$ cat config.mk
export PLATFORM = sky130hd
export DESIGN_NAME = trp_top
export DESIGN_NICKNAME = d
export VERILOG_FILES = /design/src/core/trp_pkg.sv /design/src/core/trp_region_check.sv /design/src/core/trp_top.sv
export SDC_FILE = /design/constraint.sdc
export NUM_CORES = 1
export LEC_CHECK = 0
export BUFFER_PORTS_ARGS = -buffer_cell sky130_fd_sc_hd__clkbuf_2
export CORE_UTILIZATION = 35
export DETAILED_ROUTE_END_ITERATION = 6
export GPL_TIMING_DRIVEN = 0
export PLACE_DENSITY_LB_ADDON = 0.1
export SLEW_MARGIN = 5
export SYNTH_ARGS = -nofsm -noshare
export SYNTH_HDL_FRONTEND = slang
export SYNTH_SLANG_ARGS = --single-unit
$ cat constraint.sdc
create_clock -name clk_in -period 1.7 [get_ports clk_in]
set_input_delay 0.34 -clock clk_in [delete_from_list [all_inputs] [get_ports clk_in]]
set_output_delay 0.34 -clock clk_in [all_outputs]
set_load 0.02 [all_outputs]
$ cat src/core/trp_pkg.sv
// package for the table read guard and part id block
package trp_pkg;
    // register indices; the byte address is four times the index
    localparam logic [31:0] TRP_IDX_BLOCK_GUARD = 32'h0030000c;
    localparam logic [31:0] TRP_IDX_BOOT_GUARD = 32'h0030000d;
    localparam logic [31:0] TRP_IDX_ID_LOW = 32'h0003fffe;
    localparam logic [31:0] TRP_IDX_ID_HIGH = 32'h0003ffff;
    localparam int TRP_BYTE_PER_IDX = 4;
    // field positions
    localparam int TRP_BIT_BLOCK0 = 0;
    localparam int TRP_BIT_BLOCK1 = 1;
    localparam int TRP_BIT_BOOT = 6;
    localparam int TRP_REV_LSB = 0;
    localparam int TRP_PNLOW_LSB = 5;
    // unprogrammed value of every guard bit
    localparam logic TRP_GUARD_RESET = 1'b1;
    // program memory regions
    localparam logic [21:0] TRP_BOOT_LO = 22'h000000;
    localparam logic [21:0] TRP_BOOT_HI = 22'h0007ff;
    localparam logic [21:0] TRP_B0_LO = 22'h000800;
    localparam logic [21:0] TRP_B0_HI = 22'h003fff;
    localparam logic [21:0] TRP_B1_LO = 22'h004000;
    localparam logic [21:0] TRP_B1_HI = 22'h007fff;
    // arbitrary identity values
    localparam logic [2:0] TRP_PN_LOW_DEFAULT = 3'h2;
    localparam logic [4:0] TRP_REV_DEFAULT = 5'h03;
    localparam logic [7:0] TRP_PN_HIGH_DEFAULT = 8'h5c;

    typedef enum logic [1:0] {
        TRP_REGION_BOOT = 2'b00,
        TRP_REGION_B0 = 2'b01,
        TRP_REGION_B1 = 2'b10,
        TRP_REGION_OTHER = 2'b11
    } trp_region_t;

    typedef struct packed {
        logic valid;
        logic [21:0] target;
        logic [21:0] source;
    } trp_tblrd_req_t;

    typedef struct packed {
        logic done;
        logic refused;
    } trp_tblrd_rsp_t;

    typedef struct packed {
        logic boot;
        logic block1;
        logic block0;
    } trp_guard_t;
endpackage

$ cat src/core/trp_region_check.sv
// table read region check against the guard bits
`timescale 1ns/10ps
`default_nettype none
module trp_region_check
    import trp_pkg::*;
(
    // clock and reset
    input wire logic clk_in,
    input wire logic reset_in,
    // guard bits and request
    input wire trp_guard_t guard_in,
    input wire trp_tblrd_req_t req_in,
    // answer
    output trp_tblrd_rsp_t rsp_out
);
    function automatic trp_region_t region_of(input logic [21:0] addr);
        if (addr <= TRP_BOOT_HI) begin
            region_of = TRP_REGION_BOOT;
        end else if (addr >= TRP_B0_LO && addr <= TRP_B0_HI) begin
            region_of = TRP_REGION_B0;
        end else if (addr >= TRP_B1_LO && addr <= TRP_B1_HI) begin
            region_of = TRP_REGION_B1;
        end else begin
            region_of = TRP_REGION_OTHER;
        end
    endfunction

    trp_tblrd_rsp_t next_rsp;
    trp_region_t tgt;
    logic foreign;
    logic guarded;

    always_comb begin
        tgt = region_of(req_in.target);
        foreign = (region_of(req_in.source) != tgt);
        unique case (tgt)
            TRP_REGION_BOOT: guarded = ~guard_in.boot;
            TRP_REGION_B0: guarded = ~guard_in.block0;
            TRP_REGION_B1: guarded = ~guard_in.block1;
            TRP_REGION_OTHER: guarded = 1'b0;
        endcase
        next_rsp.done = req_in.valid;
        next_rsp.refused = req_in.valid & guarded & foreign;
    end

    always_ff @(posedge clk_in) begin
        if (reset_in) begin
            rsp_out <= '0;
        end else begin
            rsp_out <= next_rsp;
        end
    end
endmodule
`default_nettype wire

$ cat src/core/trp_top.sv
// table read guard configuration and part id registers on ahb-lite
//
// Register access over AHB-Lite was chosen for this implementation.
`timescale 1ns/10ps
`default_nettype none
// Functional notes
// - block-1 guard clear refuses foreign table reads of 004000h-007FFFh; set allows.
// - block-0 guard clear refuses foreign table reads of 000800h-003FFFh; set allows.
// - boot guard, bit 6, clear refuses foreign reads of 000000h-0007FFh.
// - guard bits start at one, can only be cleared, otherwise hold.
// - boot guard register bits 7 and 5..0 always read zero.
// - low id byte: bits 7..5 part number low, bits 4..0 revision.
// - high id byte holds part number bits 10..3, read only.
module trp_top
    import trp_pkg::*;
#(
    parameter logic [2:0] PN_LOW = TRP_PN_LOW_DEFAULT,
    parameter logic [4:0] REVISION = TRP_REV_DEFAULT,
    parameter logic [7:0] PN_HIGH = TRP_PN_HIGH_DEFAULT
)
(
    // clock and reset
    input wire logic clk_in,
    input wire logic reset_in,
    // ahb-lite slave
    input wire logic hsel_in,
    input wire logic [31:0] haddr_in,
    input wire logic [1:0] htrans_in,
    input wire logic hwrite_in,
    input wire logic [2:0] hsize_in,
    input wire logic [31:0] hwdata_in,
    input wire logic hready_in,
    output logic [31:0] hrdata_out,
    output logic hreadyout_out,
    output logic hresp_out,
    // table read check
    input wire trp_tblrd_req_t tblrd_in,
    output trp_tblrd_rsp_t tblrd_out,
    // eleven-bit part number for the core
    output logic [10:0] part_number_out
);
    // =====================================================
    // bus address phase capture
    trp_guard_t guard;
    trp_guard_t next_guard;
    logic wr_pend;
    logic next_wr_pend;
    logic [31:0] wr_idx;
    logic [31:0] next_wr_idx;
    logic [31:0] hrdata;
    logic [31:0] next_hrdata;
    logic [31:0] a_idx;
    logic a_take;

    // index from byte address; misaligned bits fold to an unmapped index
    always_comb begin
        a_take = hsel_in & htrans_in[1] & hready_in;
        a_idx = (haddr_in[1:0] == 2'b00) ? {2'b00, haddr_in[31:2]} : 32'hffffffff;
        next_wr_pend = a_take & hwrite_in;
        next_wr_idx = a_take ? a_idx : wr_idx;
    end

    // =====================================================
    // guard bits, clear only
    always_comb begin
        next_guard = guard;
        if (wr_pend) begin
            if (wr_idx == TRP_IDX_BLOCK_GUARD) begin
                next_guard.block0 = guard.block0 & hwdata_in[TRP_BIT_BLOCK0];
                next_guard.block1 = guard.block1 & hwdata_in[TRP_BIT_BLOCK1];
            end
            if (wr_idx == TRP_IDX_BOOT_GUARD) begin
                next_guard.boot = guard.boot & hwdata_in[TRP_BIT_BOOT];
            end
        end
        // id indices have no storage, so a write there has no effect
    end

    // =====================================================
    // read data; taken from next_guard so a read right after a write sees it
    always_comb begin
        next_hrdata = hrdata;
        if (a_take && !hwrite_in) begin
            next_hrdata = 32'h00000000;
            unique case (a_idx)
                TRP_IDX_BLOCK_GUARD: begin
                    next_hrdata[TRP_BIT_BLOCK0] = next_guard.block0;
                    next_hrdata[TRP_BIT_BLOCK1] = next_guard.block1;
                end
                TRP_IDX_BOOT_GUARD: begin
                    next_hrdata[TRP_BIT_BOOT] = next_guard.boot;
                end
                TRP_IDX_ID_LOW: begin
                    next_hrdata[TRP_PNLOW_LSB +: 3] = PN_LOW;
                    next_hrdata[TRP_REV_LSB +: 5] = REVISION;
                end
                TRP_IDX_ID_HIGH: begin
                    next_hrdata[7:0] = PN_HIGH;
                end
                default: begin
                    next_hrdata = 32'h00000000;
                end
            endcase
        end
    end

    always_ff @(posedge clk_in) begin
        if (reset_in) begin
            guard <= '{boot: TRP_GUARD_RESET, block1: TRP_GUARD_RESET, block0: TRP_GUARD_RESET};
            wr_pend <= 1'b0;
            wr_idx <= 32'h00000000;
            hrdata <= 32'h00000000;
        end else begin
            guard <= next_guard;
            wr_pend <= next_wr_pend;
            wr_idx <= next_wr_idx;
            hrdata <= next_hrdata;
        end
    end

    // zero wait state, always okay
    assign hrdata_out = hrdata;
    assign hreadyout_out = 1'b1;
    assign hresp_out = 1'b0;
    assign part_number_out = {PN_HIGH, PN_LOW};

    // =====================================================
    // table read check
    trp_region_check u_check (
        .clk_in(clk_in),
        .reset_in(reset_in),
        .guard_in(guard),
        .req_in(tblrd_in),
        .rsp_out(tblrd_out)
    );

    // hsize is unused: every access is treated as a whole word
    logic unused_size;
    assign unused_size = ^hsize_in;
endmodule
`default_nettype wire

---- Word level (Yosys, flattened, before mapping) ----
Index checks and enable logic that the tools add are counted.
storage, ports and cells
  word-level logic and storage cells ...... 62
  output and inout bits ................... 47
  register bits ........................... 45
  input port bits ......................... 119
cells by class
  eq/ne operators ......................... 10
  bitwise gates (word level) .............. 11
  multiplexer cells ....................... 14
  order comparisons ....................... 10
  reductions and logical operators ........ 9
operators with widths
  cell                                                               number
  equality test 32 x 22 -> 1 bit (second input constant)             4
  equality test 32 x 18 -> 1 bit (second input constant)             2
  >= comparator 22 x 12 -> 1 bit (second input constant)             2
  >= comparator 22 x 15 -> 1 bit (second input constant)             2
  less-or-equal comparator 22 x 11 -> 1 bit (second input constant)  2
  less-or-equal comparator 22 x 14 -> 1 bit (second input constant)  2
  less-or-equal comparator 22 x 15 -> 1 bit (second input constant)  2
  two-way mux 32 bit                                                 1
  two-way mux 2 bit                                                  5
  AND 1 bit                                                          8
  two-way mux 3 bit                                                  2
  logical AND 1 bit                                                  5
  equality test 2 bit (second input constant)                        2
  zero test 2 bit                                                    2
  one-hot mux 1 bit (4 select lines)                                 1
  one-hot mux 2 bit (2 select lines)                                 1
  two-way mux 1 bit                                                  3
  inverter 1 bit                                                     3
  equality test 2 x 1 -> 1 bit (second input constant)               1
  inequality test 2 bit                                              1
  one-hot mux 1 bit (2 select lines)                                 1
  OR reduction 2 bit                                                 1
  zero test 1 bit                                                    1

---- Depth between registers and ports, before layout ----
Gate-level depths: netlist (run 1).
  depth in word-level cells ............... 9
  depth in mapped cells ................... 5

---- Modules after synthesis ----
A second synthesis (run 1) with hierarchy kept.
second synthesis, totals
  cells, all modules ...................... 272
  area total of the unflattened synthesis .. 2137.0 um^2
modules (own cells, without submodules)
  module            instances  cells each  sequential area each (um^2)  area an instance (um^2)
  trp_top           1          254         780.7                        1983.2
  trp_region_check  1          18          40.0                         153.9

---- Least setup slack after synthesis (run 1) ----
No wires, ideal clock.
  kind .................................... input-to-reg
  start ................................... input port haddr_in[1]
  end ..................................... register hrdata[0], in the netlist hrdata_out[0]
  slack ................................... 0.100 ns
  stages on the path ...................... 5
  buffers on the path ..................... 0
  arrival ................................. 1.530 ns
  cell sequence ........................... or2_4 -> or4_4 -> nor4_4 -> a311oi_1 -> a21oi_1
between the ends
  longest elaborated chain between the ends .. 4
ends and longest elaborated chain
  item                                                                              line            RTL
  from (decl)                                                                       trp_top.sv:27   input wire logic [31:0] haddr_in,
  zero test 2 bit (*)                                                               trp_top.sv:58   a_idx = (haddr_in[1:0] == 2'b00) ? {2'b00, haddr_in[31:2]} : 32'hffffffff;
  two-way mux 32 bit (*)                                                            trp_top.sv:58
  equality test 32 x 18 -> 1 bit or equality test 32 x 22 -> 1 bit (tied branches)  trp_top.sv:85   unique case (a_idx)
  one-hot mux 2 bit (2 select lines) (*)                                            trp_top.sv:85
  to (signal assigned)                                                              trp_top.sv:117  hrdata <= next_hrdata;
  to (decl)                                                                         trp_top.sv:50   logic [31:0] hrdata;
Every way passes the cells marked *; elsewhere a longest branch is shown, timed or not.
A chain may end at the register's enable or synchronous reset.

---- Worst setup path in the final report (run 1) ----
  start ................................... register wr_idx[7]
  end ..................................... register hrdata[1], in the netlist hrdata_out[1]
between the ends
  longest elaborated chain between the ends .. 4
ends and longest elaborated chain
  item                                line            RTL
  from (decl)                         trp_top.sv:48   logic [31:0] wr_idx;
  from (signal assigned)              trp_top.sv:116  wr_idx <= next_wr_idx;
  equality test 32 x 22 -> 1 bit      trp_top.sv:68   if (wr_idx == TRP_IDX_BLOCK_GUARD) begin
  two-way mux 2 bit                   trp_top.sv:68
  two-way mux 3 bit                   trp_top.sv:67   if (wr_pend) begin
  one-hot mux 2 bit (2 select lines)  trp_top.sv:85
Every way passes these cells.

==> impl_metrics.toml, run 1 <==
[worst_hold_path]
hold_path_class = "in -> reg"
hold_path_end = "u_check.rsp_out[1]$_SDFF_PP0_"
worstHoldStart = "tblrd_in[44]"
hold_depth = 2

[synth]
ys_ff_latch = 41
ys_dominant_reg_cell = "dfxtp_1"
yosys.area.top_type = "dfxtp_1"
ys.warnings.count = 0
async_reset_ff_frac = 0
synth_common_cells = "nor3_1, buf_4, dfxtp_1"
synth_area_per_cell_um2 = 7.84
synthTopCellsByArea = "dfxtp_1, nor3_1, buf_4"
yosysUniqueCellTypes = 35
synth_top_cell_area_share = 0.389
netlist_instances = 269
syn-cell-area_um2 = 2110
synth_edf_count = 0
synth.most_common_cell = "nor3_1"
synth_seq_area_share = 0.389

[clock_tree]
cts-root-buf = "clkbuf_8"
max-clock-path-buffers = 2
clock_latency_ps = 290
path_clk_slew_ps = 70
cts_buffers = 5
cts_tree = "built"
post_cts_buffers = 0
cts.sinks = 41
cts-htree-levels = 2
holdBufCountCts = 0

[critical_path]
r2r_cells = 5
end_kind = "flop"
arrival_ps = 1820
reg2reg_to = "hrdata_out[1]$_SDFFE_PP0P_"
path_class = "reg -> reg"
setup.worst_path.start_class = "flop"
r2r_start = "wr_idx[7]$_SDFFE_PP0P_"
cp.required_ps = 1860
critical_path_peak_fanout = 5
r2r_slack_ps = 40

[placement]
place.gp.congestion = 0.897
io_buffers = 70
post_dp_cell_area_um2 = 2690
place_hpwl_um = 4320

[sta]
rsz0062_at_grt = "yes"
finClkSkew_ps = 5.65
drv_slew = 0
finalCriticalPeriod_ps = 1660
hold_viol = 0
fmax_mhz = 603
setup_viol = 0
finalCritPeriodShare = 0.975

[floorplan]
io_pins = 166
core-area_um2 = 5640
start_util = 0.374
die_w_um = 79.6
die-area_um2 = 6340
die_h_um = 79.6
rows = 27

[cells_and_area]
drive_gt1_frac = 0.331
fin_util = 0.500
fin_nets = 502
area_growth_pct = 33.8
fill_cells = 585
design_area_um2 = 2820
antennaDiodeCount = 0

[drt]
first_pass_iters = 4
ant_nets = 0
routedWlPerCell_um = 11.9
viasPerCell = 4.72
drcViolationCount = 0
vias = 2152
wl_um = 5450
drt_first_iter_violations = 67

[flow_run]
drv_cap = 0

[status]
status = "complete, no violations"

[power_and_ir_drop]
finalPower_mw = 2.04
power_density_nw_per_um2 = 723
ir_worst_vdd_mv = 0.338
total_leakage_power_nw = 1.23

[grt]
grt_first_pass_wirelength_um = 8800
globalRouteTotalUtil = 0.178
grt_start_max_net_pins = 12
gr-total-overflow = 0
grt_pass1_vias = 1854
antenna_found_initial = 0
==> kinds of logic after synthesis <==
logic type / synth area share
AND/OR/NAND/NOR: 0.358
flip-flops: 0.389
buffers and inverters: 0.174
AO/OA/AOI/OAI: 0.0747
other: 0.00356
==> cells in the final DEF (no fill, tap or decap), types with 2 or more instances in the layout <==
cell	synthesis	layout
nand2_1	6	6
o21ai_0	4	4
o31ai_1	2	2
nor4_1	13	8
nor4bb_1	2	2
and3_1	2	2
conb_1	2	39
nor3_1	62	62
nor2_1	38	38
or4_1	2	2
dfxtp_1	41	40
clkbuf_1	14	17
buf_4	41	41
o21ai_1	2	2
a211oi_1	3	3
nand3_1	4	4
nor4_2	0	4
a21oi_1	6	6
inv_1	2	2
clkbuf_2	0	70
clkbuf_8	0	5
nor4_4	1	2
nand4_1	5	5
==> layer usage <==
metal  wire length [µm]  vias to the layer above  track usage
li1                   -                     1114            -
met1               2540                      944        0.245
met5                  0                        -            0
met3                406                        9       0.0343
met2               2440                       85        0.281
met4                 62                        0       0.0491
==> where the power goes <==
part	switching, mW	leakage, nW	internal (mW)
Combinational	0.227	0.858	0.176
Sequential	0.0274	0.336	1.00
Clock	0.315	0.0395	0.292
Total	0.570	1.23	1.47
==> state kept, by name, summed over array words and instances (netlist names) <==
| name | flops |
|---|---|
| hrdata_out | 4 |
| wr_pend | 1 |
| wr_idx | 31 |
| guard | 3 |
| u_check.rsp_out | 2 |
==> critical path, stage by stage, from the launching register on <==
cell      delay (ps)
dfxtp_1          320
nor4_2           310
nand4_1          130
or3_4            410
o311ai_1         260
a21oi_1          100
==> how the worst max path moves through the flow <==
stage                                  startpoint                         end  slack (ps)  cells past startpoint
final                      wr_idx[7]$_SDFFE_PP0P_  hrdata_out[1]$_SDFFE_PP0P_          40                      5
after global routing                  haddr_in[1]  hrdata_out[1]$_SDFFE_PP0P_         -50                      6
after CTS                 wr_idx[16]$_SDFFE_PP0P_  hrdata_out[0]$_SDFFE_PP0P_           6                      5
after detailed placement             haddr_in[29]  hrdata_out[0]$_SDFFE_PP0P_        -240                      6
after global placement               haddr_in[29]  hrdata_out[0]$_SDFFE_PP0P_        -280                      6
after floorplan                       haddr_in[1]  hrdata_out[0]$_SDFFE_PP0P_         100                      5
==> repair_timing <==
action	CTS	global route
pin swaps	0	3
hold endpoints to repair	0	0
endpoints found under the setup margin	5	6
resized for setup	2	7
==> area by class of cell <==
class                      count  area, µm²  area share
sequential                    41        822       0.291
tap                           72       90.1      0.0319
clock buffer                   8       80.1      0.0284
inverter                       2       7.51     0.00266
multi-input combinational    208       1110       0.394
timing repair buffer          70        350       0.124
buffer                        55        360       0.128
==> through the flow <==
step                      hold slack (ps)  worst slack [ps]  instances  setup TNS, ps
after floorplan                       444              99.8        306              0
after global placement                467              -279        448           -730
after detailed placement              474              -244        448           -689
after CTS                             293              5.76        456              0
after global routing                  298             -53.8        456          -84.7
final                                 302              41.8        456              0
No activity file was read; power rests on OpenSTA's default activity.
==> run 2, diff against run 1 <==
--- a/config.mk
+++ b/config.mk
@@ -5,9 +5,10 @@
 export SDC_FILE = /design/constraint.sdc
 export NUM_CORES = 1
 export LEC_CHECK = 0
-export BUFFER_PORTS_ARGS = -buffer_cell sky130_fd_sc_hd__clkbuf_2
 export CORE_UTILIZATION = 35
+export CTS_CLUSTER_DIAMETER = 30
 export DETAILED_ROUTE_END_ITERATION = 6
+export DONT_BUFFER_PORTS = 1
 export GPL_TIMING_DRIVEN = 0
 export PLACE_DENSITY_LB_ADDON = 0.1
 export SLEW_MARGIN = 5
==> constraint.sdc (replaced) <==
create_clock -name clk_in -period 1.7 [get_ports clk_in]
set_input_delay 0.17 -clock clk_in [delete_from_list [all_inputs] [get_ports clk_in]]
set_output_delay 0.17 -clock clk_in [all_outputs]
set_load 0.02 [all_outputs]
==> run 2 against run 1 <==
- combinational power shrank 24%
- clock-buffer cell count shrank 1
- fmax grew 2.1%
- register-to-register slack gained 30 ps
- clock power grew 15%
- power grew 0.28%
- sequential share of layout area grew 3.4 points
- die area is the same
- sequential power is essentially flat
- via count shrank 13%
- clock skew grew 4.0 ps
- critical path type unchanged
- critical endpoint unchanged
- highest routed layer unchanged
==> impl_metrics.toml, run 2 (synthesized netlist as in run 1, its figures left out) <==
[grt]
grt_pass1_vias = 1695
grt_first_pass_wirelength_um = 8060
grt_start_max_net_pins = 13
globalRouteTotalUtil = 0.166
antenna_found_initial = 0
gr-total-overflow = 0

[cells_and_area]
antennaDiodeCount = 0
fill_cells = 624
fin_nets = 432
top_register = "wr_idx"
seq_area_um2 = 826
largest_reg_flops = 31
drive_gt1_frac = 0.207
multiInputGateArea_um2 = 1150
area_growth_pct = 20.3
final_cell_mix = "nor3_1, buf_4, conb_1, nor2_1, dfxtp_1"
final_common_cell = "nor3_1"

[power_and_ir_drop]
p_clk_frac = 0.343
power_density_nw_per_um2 = 806
power_frac_comb = 0.150
ir_worst_vdd_mv = 0.415
total_leakage_power_nw = 0.961
p_seq_frac = 0.508
finalPower_mw = 2.05
power.switching_uw = 547
p_int_mw = 1.50
swShare = 0.267

[clock_tree]
cts-htree-levels = 2
max-clock-path-buffers = 2
cts.sinks = 41
cts_tree = "built"
cts-root-buf = "clkbuf_8"
clock_latency_ps = 300
cts_buffers = 5
path_clk_slew_ps = 80
post_cts_buffers = 0

[status]
status = "complete, no violations"

[critical_path]
cp_slowest_cell = "or3_4"
r2r_start = "wr_idx[19]$_SDFFE_PP0P_"
crit_family = "simple AND/OR/NAND/NOR gates"
critical_path_peak_fanout = 5
setup.worst_path.start_class = "flop"
crit_chain = "nor4bb_4 -> nand4_1 -> or3_4 -> o311ai_2 -> a21oi_1"
critPathLaunch = "wr_idx[19]$_SDFFE_PP0P_"
path_class = "reg -> reg"
end_kind = "flop"
cp.required_ps = 1870
critPathBufInv = 0
cpPeakStageDelay_ps = 410
arrival_ps = 1790
reg2reg_to = "hrdata_out[1]$_SDFFE_PP0P_"
r2r_cells = 5
r2r_slack_ps = 80

[drt]
vias = 1863
drt_first_iter_violations = 62
drcViolationCount = 0
wl_um = 5210
routedWlPerCell_um = 13.5
ant_nets = 0
first_pass_iters = 4
viasPerCell = 4.83

[floorplan]
die_h_um = 79.6
die_w_um = 79.6
io_pins = 166
die-area_um2 = 6340
start_util = 0.374
core-area_um2 = 5640
rows = 27

[worst_hold_path]
hold_path_end = "guard[1]$_SDFF_PP1_"
hold_depth = 2
hold_path_class = "in -> reg"
worstHoldStart = "hwdata_in[1]"

[sta]
tightestPinTransition_ps = 516
finalCritPeriodShare = 0.956
drv_slew = 0
timing.hold.ws_ps = 22.1
setup_viol = 0
finClkSkew_ps = 9.64
hold_viol = 0
finalCriticalPeriod_ps = 1620
fmax_mhz = 616
rsz0062_at_grt = "yes"
slew-limit-headroom = 0.653

[flow_run]
drv_cap = 0

[placement]
io_buffers = 0
place.gp.congestion = 0.812
place_hpwl_um = 4100
==> run 2: how the worst max path moves through the flow <==
stage	end	slack [ps]	depth (start not counted)
after CTS	hrdata_out[0]$_SDFFE_PP0P_	10	5
after detailed placement	hrdata_out[0]$_SDFFE_PP0P_	-70	5
after floorplan	hrdata_out[0]$_SDFFE_PP0P_	200	5
after global routing	hrdata_out[1]$_SDFFE_PP0P_	-30	5
after global placement	hrdata_out[0]$_SDFFE_PP0P_	-80	5
final	hrdata_out[1]$_SDFFE_PP0P_	80	5
==> run 2: power groups by stage <==
stage	combinational (mW)	clock (mW)	sequential, mW
after floorplan	0.261	0	1.04
after global placement	0.292	0	1.05
after detailed placement	0.293	0	1.05
after CTS	0.297	0.710	1.03
after global routing	0.339	0.755	1.04
final	0.306	0.701	1.04
==> run 2: final cells by class <==
class | count | share of cell area
Inverter | 2 | 0.00296
Multi-Input combinational cell | 208 | 0.454
Buffer | 55 | 0.142
Clock buffer | 7 | 0.0379
Sequential cell | 41 | 0.325
Clock inverter | 1 | 0.00197
Tap cell | 72 | 0.0355
==> run 2: repair_timing <==
item,in CTS,in global routing
pin swaps,0,8
endpoints found under the setup margin,5,3
hold buffers,0,0
resized for setup,4,13
endpoints found under the hold margin,0,0
==> run 2: worst register-to-register path, cell delays in order, from the launching register on <==
cell	delay (ps)
dfxtp_2	340
nor4bb_4	270
nand4_1	160
or3_4	410
o311ai_2	220
a21oi_1	100
==> run 2: stage by stage <==
step / area (µm²) / utilization / cells / TNS [ps] / setup slack, ps
after floorplan: 2250 / - / 306 / 0 / 203
after global placement: 2340 / 0.415 / 378 / -145 / -75.0
after detailed placement: 2340 / 0.415 / 378 / -122 / -66.0
after CTS: 2460 / 0.437 / 386 / 0 / 12.8
after global routing: 2540 / 0.450 / 386 / -46.5 / -27.8
final: 2540 / 0.450 / 386 / 0 / 75.6
==> run 2: per-layer routing <==
metal | vias up | global-route usage | wire length (µm)
li1 | 971 | - | -
met1 | 800 | 0.230 | 2370
met2 | 86 | 0.250 | 2260
met3 | 6 | 0.0503 | 536
met4 | 0 | 0.0382 | 47
met5 | - | 0 | 0
==> run 3, diff against run 2 <==
--- a/config.mk
+++ b/config.mk
@@ -7,10 +7,12 @@
 export LEC_CHECK = 0
 export CORE_UTILIZATION = 35
 export CTS_CLUSTER_DIAMETER = 30
+export CTS_CLUSTER_SIZE = 10
 export DETAILED_ROUTE_END_ITERATION = 6
 export DONT_BUFFER_PORTS = 1
 export GPL_TIMING_DRIVEN = 0
 export PLACE_DENSITY_LB_ADDON = 0.1
+export SETUP_SLACK_MARGIN = 0.2
 export SLEW_MARGIN = 5
 export SYNTH_ARGS = -nofsm -noshare
 export SYNTH_HDL_FRONTEND = slang
==> run 3 against run 2 <==
- non-clock buffer count up 1
- largest power group unchanged
- worst setup slack worse by 28 ps
- utilization up 0.11 points
- via count up 0.97%
- die area unchanged
- flip-flop and latch count unchanged
- global-route usage up 0.22 points
- largest cell class unchanged
- critical path type unchanged
- cell count up 0.26%
- register-to-register slack worse by 30 ps
- wire length about the same
- clock-buffer cell count unchanged
- sequential share of layout area down 0.13 points
- critical endpoint is now hrdata_out[6]$_SDFFE_PP0P_
==> impl_metrics.toml, run 3 (synthesized netlist as in run 1, its figures left out) <==
[status]
status = "complete, no violations"

[power_and_ir_drop]
ir_worst_vdd_mv = 0.414
total_leakage_power_nw = 0.968
power_density_nw_per_um2 = 802

[clock_tree]
path_clk_slew_ps = 80
clock_latency_ps = 290
max-clock-path-buffers = 2
cts-htree-levels = 2
cts-root-buf = "clkbuf_8"
cts.sinks = 41
holdBufCountCts = 0
cts_buffers = 5
cts_tree = "built"

[sta]
rsz0062_at_grt = "yes"
finalCriticalPeriod_ps = 1650
fmax_mhz = 605
setup_viol = 0
timing.hold.ws_ps = 23.3
drv_slew = 0
finClkSkew_ps = 9.67
worst_slack_ps = 47.5
hold_viol = 0
finalCritPeriodShare = 0.972

[critical_path]
reg2reg_to = "hrdata_out[6]$_SDFFE_PP0P_"
r2r_start = "wr_idx[30]$_SDFFE_PP0P_"
setup.worst_path.end = "hrdata_out[6]$_SDFFE_PP0P_"
end_kind = "flop"
critical_path_peak_fanout = 5
arrival_ps = 1830
setup.worst_path.start_class = "flop"
path_class = "reg -> reg"
critPathLaunch = "wr_idx[30]$_SDFFE_PP0P_"
r2r_cells = 6
r2r_slack_ps = 50
cp.required_ps = 1880

[flow_run]
drv_cap = 0

[cells_and_area]
drive_gt1_frac = 0.213
top_register = "wr_idx"
final_cell_mix = "nor3_1, buf_4, conb_1, nor2_1, dfxtp_1"
area_growth_pct = 20.6
fin_nets = 433
antennaDiodeCount = 0
largest_reg_flops = 31
fill_cells = 618
final_common_cell = "nor3_1"

[drt]
drt_first_iter_violations = 55
routedWlPerCell_um = 13.5
drcViolationCount = 0
viasPerCell = 4.86
wl_um = 5210
vias = 1881
ant_nets = 0
first_pass_iters = 4

[placement]
place.gp.congestion = 0.812
pre_cts_ws_ps = -66.0
place_hpwl_um = 4100
io_buffers = 0

[floorplan]
start_util = 0.374
die_h_um = 79.6
die-area_um2 = 6340
die_w_um = 79.6
rows = 27
io_pins = 166
core-area_um2 = 5640

[grt]
gr-total-overflow = 0
antenna_found_initial = 0
grt_first_pass_wirelength_um = 8170
grt_start_max_net_pins = 13
globalRouteTotalUtil = 0.168
grt_pass1_vias = 1707

[worst_hold_path]
hold_path_class = "in -> reg"
[run 3: cell count changes in the layout (fill, tap and decap cells not counted)]
cell,previous run,this run
nor4b_2,0,1
o21ai_2,0,1
buf_4,41,42
dfxtp_1,37,38
dfxtp_2,4,3
o311ai_4,1,0
o311ai_2,1,2
nor4b_1,1,0
o21ai_1,2,1
[run 3: where the power goes]
part | internal [mW] | leakage [nW] | switching (mW)
logic | 0.129 | 0.577 | 0.178
clock network | 0.367 | 0.0542 | 0.330
registers | 1.00 | 0.336 | 0.0355
total | 1.50 | 0.968 | 0.543
[run 3: per-stage QoR]
step	TNS (ps)	cell area (µm²)	cells	util	total power, mW
after global placement	-145	2340	378	0.415	1.34
final	0	2540	387	0.451	2.04
after global routing	-78.1	2540	387	0.451	2.14
after detailed placement	-122	2340	378	0.415	1.34
after CTS	0	2510	386	0.445	2.05
after floorplan	0	2250	306	-	1.31
[run 3: how the worst min path moves through the flow]
stage            startpoint                   to  slack (ps)  cells after the start
2_1_floorplan  hwdata_in[0]  guard[0]$_SDFF_PP1_         300                      2
3_3_place_gp   hwdata_in[1]  guard[1]$_SDFF_PP1_         310                      2
3_5_place_dp   hwdata_in[0]  guard[0]$_SDFF_PP1_         320                      2
4_1_cts        hwdata_in[0]  guard[0]$_SDFF_PP1_          20                      2
5_1_grt        hwdata_in[1]  guard[1]$_SDFF_PP1_          10                      2
6_report       hwdata_in[0]  guard[0]$_SDFF_PP1_          20                      2
[run 3: area by class of cell]
class,count,area (µm²),share of cell area
Buffer,55,360,0.142
Clock buffer,7,96.3,0.0379
Clock inverter,1,5.00,0.00197
Inverter,2,7.51,0.00295
Multi-Input combinational cell,208,1150,0.453
Sequential cell,41,825,0.324
Tap cell,72,90.1,0.0354
Timing Repair Buffer,1,7.51,0.00295
[run 3: layer usage]
metal	global-route usage	wire length, µm	vias up
li1	-	-	976
met1	0.230	2330	808
met2	0.258	2270	91
met3	0.0503	568	6
met4	0.0382	47	0
met5	0	0	-
[run 3: critical path: stages (launching register included)]
cell and delay [ps]:
dfxtp_1 340, nor4bb_4 280, nand4_1 170, or3_4 400
buf_4 150, o21ai_2 120, o21ai_1 70
[run 3: repair_timing]
action / 4_1_cts / 5_1_grt
buffers inserted: 0 / 1
pin swaps: 5 / 4
endpoints found under the setup margin: 6 / 6
endpoints found under the hold margin: 0 / 0
gates resized for setup: 12 / 5
